`config.mk`:
```
export PLATFORM = sky130hd
export DESIGN_NAME = imd_input_mux
export DESIGN_NICKNAME = d
export VERILOG_FILES = /design/src/core/imd_pkg.sv /design/src/core/imd_input_mux.sv
export VERILOG_INCLUDE_DIRS = /design/src /design/src/core
export SDC_FILE = /design/constraint.sdc
export NUM_CORES = 2
export LEC_CHECK = 0
export BUFFER_PORTS_ARGS = -buffer_cell sky130_fd_sc_hd__buf_2
export CORE_MARGIN = 2
export CORE_UTILIZATION = 60
export DETAILED_ROUTE_END_ITERATION = 12
export MAX_ROUTING_LAYER = met4
export PLACE_DENSITY = 0.82
export SETUP_SLACK_MARGIN = 0.15
export SYNTH_ARGS = -nofsm -noshare
export SYNTH_HDL_FRONTEND = slang
export SYNTH_SLANG_ARGS = --single-unit
export TNS_END_PERCENT = 50
```
`constraint.sdc`:
```
create_clock -name clk -period 98.5 [get_ports clk]
set_input_delay 4.925 -clock clk [delete_from_list [all_inputs] [get_ports clk]]
set_output_delay 4.925 -clock clk [all_outputs]
set_load 0.005 [all_outputs]
```
`src/core/imd_cfg.svh`:
```
`ifndef IMD_CFG_SVH
`define IMD_CFG_SVH
`define IMD_ADDR_W 32
`define IMD_DATA_W 32
`define IMD_SYSTEM_PIN_CONTROL10_ADDR 32'hffffff78
`define IMD_SERIAL_PORT2_PIN_CONTROL9_ADDR 32'hfff7f668
`define IMD_PMX_BASE 32'hffffea00
`define IMD_PMX_COUNT 35
`define IMD_PMX_RESET 32'h00000000
`define IMD_SYSTEM_PIN_CONTROL10_RESET 32'h00000000
`define IMD_SERIAL_PORT2_PIN_CONTROL9_RESET 32'h00000000
`define IMD_EXTERNAL_CLOCK_OUTPUT_DRV_BIT 0
`define IMD_SERIAL_PORT2_CLOCK_PIN_DRV_BIT 9
`define IMD_SERIAL_PORT2_DATA_OUT_PIN_DRV_BIT 10
`define IMD_SERIAL_PORT2_DATA_IN_PIN_DRV_BIT 11
`define IMD_SERIAL_PORT2_DATA_IN_PIN_ALT_BIT 24
`define IMD_GPB2_SEL_REG 29
`define IMD_GPB2_SEL_BIT 16
`define IMD_TMR_CH 8
`define IMD_TMR_B1_REG '{20, 8, 9, 12, 7, 0, 0, 9}
`define IMD_TMR_B1_BIT '{17, 9, 25, 17, 9, 26, 18, 10}
`define IMD_TMR_B2_REG '{24, 24, 25, 25, 25, 25, 26, 26}
`define IMD_TMR_B2_BIT '{16, 24, 0, 8, 16, 24, 0, 8}
`endif

```
`src/core/imd_pkg.sv`:
```
package imd_pkg;
	typedef struct packed {
		logic [31:0] addr;
		logic [31:0] wdata;
		logic wr;
		logic rd;
	} imd_bus_req_t;
	typedef struct packed {
		logic external_clock_output;
		logic spi2_clk;
		logic spi2_simo;
		logic spi2_somi;
	} imd_drive_t;
	typedef struct packed {
		logic pull_disable;
		logic pull_select;
	} imd_pull_t;
endpackage

```
`src/core/imd_input_mux.sv`:
```
// Design decision made here: the strobed register port.
`timescale 1ns/100ps
`include "imd_cfg.svh"
// Notes on behaviour
// - a timer input takes its alternate terminal only when its first select bit is 1 and its second is 0.
// - general-purpose port b bit 2 takes its alternate terminal when its select bit is 1, else the dedicated one.
// - while that alternate path is selected, pull disable is held at 0 and pull select at 1.
// - after reset every multiplexed input comes from its dedicated terminal.
// - control bits for the fourth serial port stay readable and writable though they steer nothing.
// - clock output and serial port 2 clock, data-out and data-in drive 8mA on a 0 bit and 2mA on a 1.
// - either of two bits in the serial port 2 pin control register can set data-in drive strength.
// - when one write gives those two bits different values, bit 11 decides.
// - a control reference x[y] means bit y of multiplexing control register x.
module imd_input_mux #(
	parameter int TMR_CH = `IMD_TMR_CH
) (
	input wire logic clk,
	input wire logic sys_rst,
	input wire imd_pkg::imd_bus_req_t bus_req,
	output logic [31:0] rdata,
	input wire logic [TMR_CH-1:0] timer_ded_in,
	input wire logic [TMR_CH-1:0] timer_alt_in,
	output logic [TMR_CH-1:0] timer_channel_input,
	input wire logic gp_port_b_second_select_bit_ded,
	input wire logic gp_port_b_second_select_bit_alt,
	output logic gp_port_b_second_select_bit,
	input wire imd_pkg::imd_pull_t gp_b2_pull_req,
	output imd_pkg::imd_pull_t gp_b2_pull,
	output imd_pkg::imd_drive_t drive_low
);
	import imd_pkg::*;

	localparam int B1_REG[8] = `IMD_TMR_B1_REG;
	localparam int B1_BIT[8] = `IMD_TMR_B1_BIT;
	localparam int B2_REG[8] = `IMD_TMR_B2_REG;
	localparam int B2_BIT[8] = `IMD_TMR_B2_BIT;

	// select tables are fixed at eight channels
	if (TMR_CH != `IMD_TMR_CH) begin : g_bad_tmr_ch
		$error("imd_input_mux: timer channel count must match the select table");
	end

	// ****************************************
	// register file
	// ****************************************
	logic [31:0] pmx_ff [`IMD_PMX_COUNT];
	logic [31:0] nxt_pmx [`IMD_PMX_COUNT];
	logic [31:0] system_pin_control10_ff;
	logic [31:0] nxt_system_pin_control10;
	logic [31:0] serial_port2_pin_control9_ff;
	logic [31:0] nxt_serial_port2_pin_control9;
	logic [31:0] rdata_ff;
	logic [31:0] nxt_rdata;
	logic [31:0] pmx_off;
	logic pmx_hit;
	logic [5:0] pmx_idx;

	always_comb begin
		pmx_off = bus_req.addr - `IMD_PMX_BASE;
		pmx_hit = (pmx_off < 32'(`IMD_PMX_COUNT * 4)) && (pmx_off[1:0] == 2'h0);
		pmx_idx = pmx_off[7:2];
	end

	always_comb begin
		nxt_pmx = pmx_ff;
		nxt_system_pin_control10 = system_pin_control10_ff;
		nxt_serial_port2_pin_control9 = serial_port2_pin_control9_ff;
		nxt_rdata = 32'h00000000;
		if (bus_req.wr) begin
			// every bit kept, including unused serial port 4 controls, except a serial port 2 bit 24 that differs from bit 11
			if (pmx_hit)
				nxt_pmx[pmx_idx] = bus_req.wdata;
			if (bus_req.addr == `IMD_SYSTEM_PIN_CONTROL10_ADDR)
				nxt_system_pin_control10 = bus_req.wdata;
			if (bus_req.addr == `IMD_SERIAL_PORT2_PIN_CONTROL9_ADDR) begin
				nxt_serial_port2_pin_control9 = bus_req.wdata;
				// mismatched pair: both copies follow bit 11
				if (bus_req.wdata[`IMD_SERIAL_PORT2_DATA_IN_PIN_DRV_BIT] != bus_req.wdata[`IMD_SERIAL_PORT2_DATA_IN_PIN_ALT_BIT])
					nxt_serial_port2_pin_control9[`IMD_SERIAL_PORT2_DATA_IN_PIN_ALT_BIT] = bus_req.wdata[`IMD_SERIAL_PORT2_DATA_IN_PIN_DRV_BIT];
			end
		end
		if (bus_req.rd) begin
			if (pmx_hit)
				nxt_rdata = pmx_ff[pmx_idx];
			else if (bus_req.addr == `IMD_SYSTEM_PIN_CONTROL10_ADDR)
				nxt_rdata = system_pin_control10_ff;
			else if (bus_req.addr == `IMD_SERIAL_PORT2_PIN_CONTROL9_ADDR)
				nxt_rdata = serial_port2_pin_control9_ff;
		end
	end

	always_ff @(posedge clk or posedge sys_rst) begin
		if (sys_rst) begin
			for (int i = 0; i < `IMD_PMX_COUNT; i++)
				pmx_ff[i] <= `IMD_PMX_RESET;
			system_pin_control10_ff <= `IMD_SYSTEM_PIN_CONTROL10_RESET;
			serial_port2_pin_control9_ff <= `IMD_SERIAL_PORT2_PIN_CONTROL9_RESET;
			rdata_ff <= 32'h00000000;
		end else begin
			pmx_ff <= nxt_pmx;
			system_pin_control10_ff <= nxt_system_pin_control10;
			serial_port2_pin_control9_ff <= nxt_serial_port2_pin_control9;
			rdata_ff <= nxt_rdata;
		end
	end

	assign rdata = rdata_ff;

	// ****************************************
	// input selection
	// ****************************************
	logic [TMR_CH-1:0] tmr_sel;

	always_comb begin
		for (int c = 0; c < TMR_CH; c++) begin
			tmr_sel[c] = pmx_ff[B1_REG[c]][B1_BIT[c]] & ~pmx_ff[B2_REG[c]][B2_BIT[c]];
			timer_channel_input[c] = tmr_sel[c] ? timer_alt_in[c] : timer_ded_in[c];
		end
	end

	logic gpb2_sel;

	always_comb begin
		gpb2_sel = pmx_ff[`IMD_GPB2_SEL_REG][`IMD_GPB2_SEL_BIT];
		gp_port_b_second_select_bit = gpb2_sel ? gp_port_b_second_select_bit_alt : gp_port_b_second_select_bit_ded;
	end

	// ****************************************
	// pull and drive controls
	// ****************************************
	imd_pull_t pull_ff;
	imd_pull_t nxt_pull;
	imd_drive_t drive_ff;
	imd_drive_t nxt_drive;

	always_comb begin
		// computed from next select so the forced pull tracks the write
		if (nxt_pmx[`IMD_GPB2_SEL_REG][`IMD_GPB2_SEL_BIT]) begin
			nxt_pull.pull_disable = 1'b0;
			nxt_pull.pull_select = 1'b1;
		end else begin
			nxt_pull = gp_b2_pull_req;
		end
		nxt_drive.external_clock_output = nxt_system_pin_control10[`IMD_EXTERNAL_CLOCK_OUTPUT_DRV_BIT];
		nxt_drive.spi2_clk = nxt_serial_port2_pin_control9[`IMD_SERIAL_PORT2_CLOCK_PIN_DRV_BIT];
		nxt_drive.spi2_simo = nxt_serial_port2_pin_control9[`IMD_SERIAL_PORT2_DATA_OUT_PIN_DRV_BIT];
		nxt_drive.spi2_somi = nxt_serial_port2_pin_control9[`IMD_SERIAL_PORT2_DATA_IN_PIN_DRV_BIT];
	end

	always_ff @(posedge clk or posedge sys_rst) begin
		if (sys_rst) begin
			pull_ff <= '0;
			drive_ff <= '0;
		end else begin
			pull_ff <= nxt_pull;
			drive_ff <= nxt_drive;
		end
	end

	assign gp_b2_pull = pull_ff;
	assign drive_low = drive_ff;
endmodule

```
==> run metrics <==
status=complete, no violations; wire per inst=31.1 um; Flop pwr share=48.9%; cell taking the most area after synthesis=dfrtp_1; Net Sw Frac=23.5%; DR iter-0 viols=5040; first-pass GRT wire length=248000 um; vias in the first global route=37500; Layout Skew=0.0247 ns; synthesized area per cell=13.8 um2; startpoint types=primary input; routed wire length=167000 um; r2r startpoint=pmx_ff[744]$_DFFE_PP0P_; Mapped Area=0.0567 mm2; post-synth cell types=78; # fillers=6401; mux cell area share after synthesis=33.0%; nets@finish=4095; EDFF count, synth=0; TritonCTS clock tree=done; Post-route DRC=0; Post-Synth Simple-Gate Area=3.90%; Primary FF master, synth=dfrtp_1; post-synthesis adder-cell area fraction=0.0221%; WS Path Type=in -> out; CTS hold repair buffers=0; Slowest cell on crit path=mux2_2; total CTS buffers=119; Compound-Gate Fraction of Synth Area=5.59%; largest family of logic cells by synthesized area=multiplexers; Worst EP required=93.57 ns; Slew HR=9.15%; fin crit share=10.5%; Final Hold Vio Count=0; clock slew at reported path FFs=0.06 ns; Synth Instances=4101; Worst Max-Slew Pin Slew=1.36 ns; max_cap viols=0; Synth area leaders=dfrtp_1 54%, mux2_2 19%, mux4_2 6.1%; Rows=112; area grow syn2layout=8.97%; IO Port Bufs=134; RSZ-0062 raised after global routing=no; postcts setup bufs=0; worst-path fanout max=1; total grt overflow=0; asr flop ratio synth=100%; Syn Nets=4190; layout cells sized above 1=42.0%; #FFs+latches synth=1218; worst skew pair latency=0.71 ns; Overall Power=1.02 mW; critical-path cell list=buf_2 -> mux2_2 -> buf_2; GRT Resource Usage Total=35.5%; largest net degree at the start of global routing=187; Detail Route Antenna Nets=0; Fin Setup TNS=0 ns; post-synthesis xor/xnor area fraction=0.0618%; clk sinks=1218; Critical path origin=timer_alt_in[0]; most frequent cell after synthesis=dfrtp_1; first-pass iteration count of the detailed router=10; CP Capture Type=output port; CTS H-tree lvls=3; Logic pwr share=5.4%; CP Data Arrival Time=5.42 ns; fin crit period=10.35 ns; P per Cell Area=16.6 mW/mm2; Core Region=0.0935 mm2; post-DR vias/cell=6.94; die boundary width=311 um; initial antenna violation count=11; Net Switching=0.240 mW; Worst VDD drop=0.0156 mV; gp weighted congestion=0.939; most frequent CP cell=buf_2; P_int=0.782 mW; Synth top area share=53.8%; commonest cells in the netlist=1218 x dfrtp_1, 950 x mux2_2, 240 x clkbuf_1; Seq/Total Area, Yosys=53.8%; vias post-DR=37300; Detailed Place HPWL=96200 um; Critical Path Max Stage Delay=0.26 ns; Resized Gates After CTS=0; Die Area=0.0970 mm2; Die H=311 um; final core occ=66.1%; CTS root buf=clkbuf_16; Leak=31.2 nW; Initial Util=60.7%; worst hold-check path type=reg -> reg; IO Pins=135; fin. max-slew vios=0; yosys warns=0; hold path start=serial_port2_pin_control9_ff[5]$_DFFE_PP0P_; Longest Clk Path Bufs=3; Peak Freq=96.6 MHz; Setup Viol. Count Final=0; clock share of power=45.7%
==> through the flow <==
| step | hold WS, ns | cell area (um2) | setup slack, ns | instances |
|---|---|---|---|---|
| after floorplan | 0.440 | 56700 | 59.26 | 4101 |
| after global placement | 0.450 | 57700 | 88.18 | 5139 |
| final | 0.468 | 61800 | 88.15 | 5371 |
| after detailed placement | 0.456 | 57700 | 88.15 | 5139 |
| after global routing | 0.492 | 61800 | 88.15 | 5369 |
| after CTS | 0.470 | 61700 | 88.15 | 5360 |
==> area by class of cell <==
| class | count | area, um2 | area share [%] |
|---|---|---|---|
| well taps | 1254 | 1570 | 2.54 |
| clock buffers | 180 | 3560 | 5.77 |
| repair buffers | 223 | 1410 | 2.27 |
| clock inverters | 41 | 452 | 0.731 |
| flip-flops and latches | 1218 | 30500 | 49.3 |
| inverters | 10 | 46.3 | 0.0749 |
| multi-input cells | 2434 | 24200 | 39.2 |
| diodes | 11 | 27.5 | 0.0446 |
==> layer usage <==
metal,track usage (%),vias to the layer above,share of wire (%)
met1,46.9,19500,39
met2,50.1,2337,44
li1,-,14800,-
met3,10.3,588,11
met5,-,-,0
met4,17.9,0,5.8
==> sequential cells by signal, indices dropped and copies added, names as in the netlist <==
name / cells
gp_b2_pull: 2
rdata: 32
system_pin_control10_ff: 32
pmx_ff: 1119
gpb2_sel: 1
serial_port2_pin_control9_ff: 32
==> logic make-up (layout without fill, tap and decap cells) <==
kind of cell | count (synthesis) | after routing
fa+ha+maj | 1 | 1
flops | 1218 | 1218
compound gates | 484 | 484
other cells | 0 | 11
buf+inv | 449 | 454
mux | 1470 | 1470
xor+xnor | 4 | 4
simple gates | 475 | 475
==> worst paths after layout <==
path	end	slack, ns	cells after the start
worst max-delay path	timer_channel_input[0]	88.15	3
worst min-delay path	serial_port2_pin_control9_ff[5]$_DFFE_PP0P_	0.47	2
worst max register to register	rdata[8]$_DFF_PP0_	96.08	7
worst min register to register	serial_port2_pin_control9_ff[5]$_DFFE_PP0P_	0.47	2
max in group asynchronous	pmx_ff[318]$_DFFE_PP0P_	91.07	5
min in group asynchronous	pmx_ff[832]$_DFFE_PP0P_	4.44	2
==> power by group through the flow <==
stage          combinational [mW]  clock, mW  sequential (mW)
2_1_floorplan              0.0334          0            0.511
3_3_place_gp               0.0536          0            0.510
3_5_place_dp               0.0539          0            0.510
4_1_cts                    0.0542      0.468            0.500
5_1_grt                    0.0588      0.489            0.500
6_report                   0.0554      0.467            0.500
==> critical path, delay by kind of cell <==
kind,cells,cell delay [ns]
mux,1,0.26
buf+inv,2,0.24
==> cells in the final DEF, fill, tap and decap left out, types with 13 or more instances in the layout <==
cell type and instances:
nand2_1 198, nor3_1 13, mux2_4 150, o21ai_0 95
o22ai_1 129, mux2_2 950, clkbuf_16 123, a22oi_1 27
mux4_2 153, a21oi_1 89, nand3_1 32, a22o_1 15
a211oi_1 18, clkbuf_8 27, buf_2 130, mux2_1 116
or3_2 21, mux2i_1 101, o221ai_1 20, nand2b_1 16
clkbuf_1 30, nor2_1 103, dfrtp_1 1218, clkinv_2 24
buf_4 87
(Power assumes the default switching activity.)
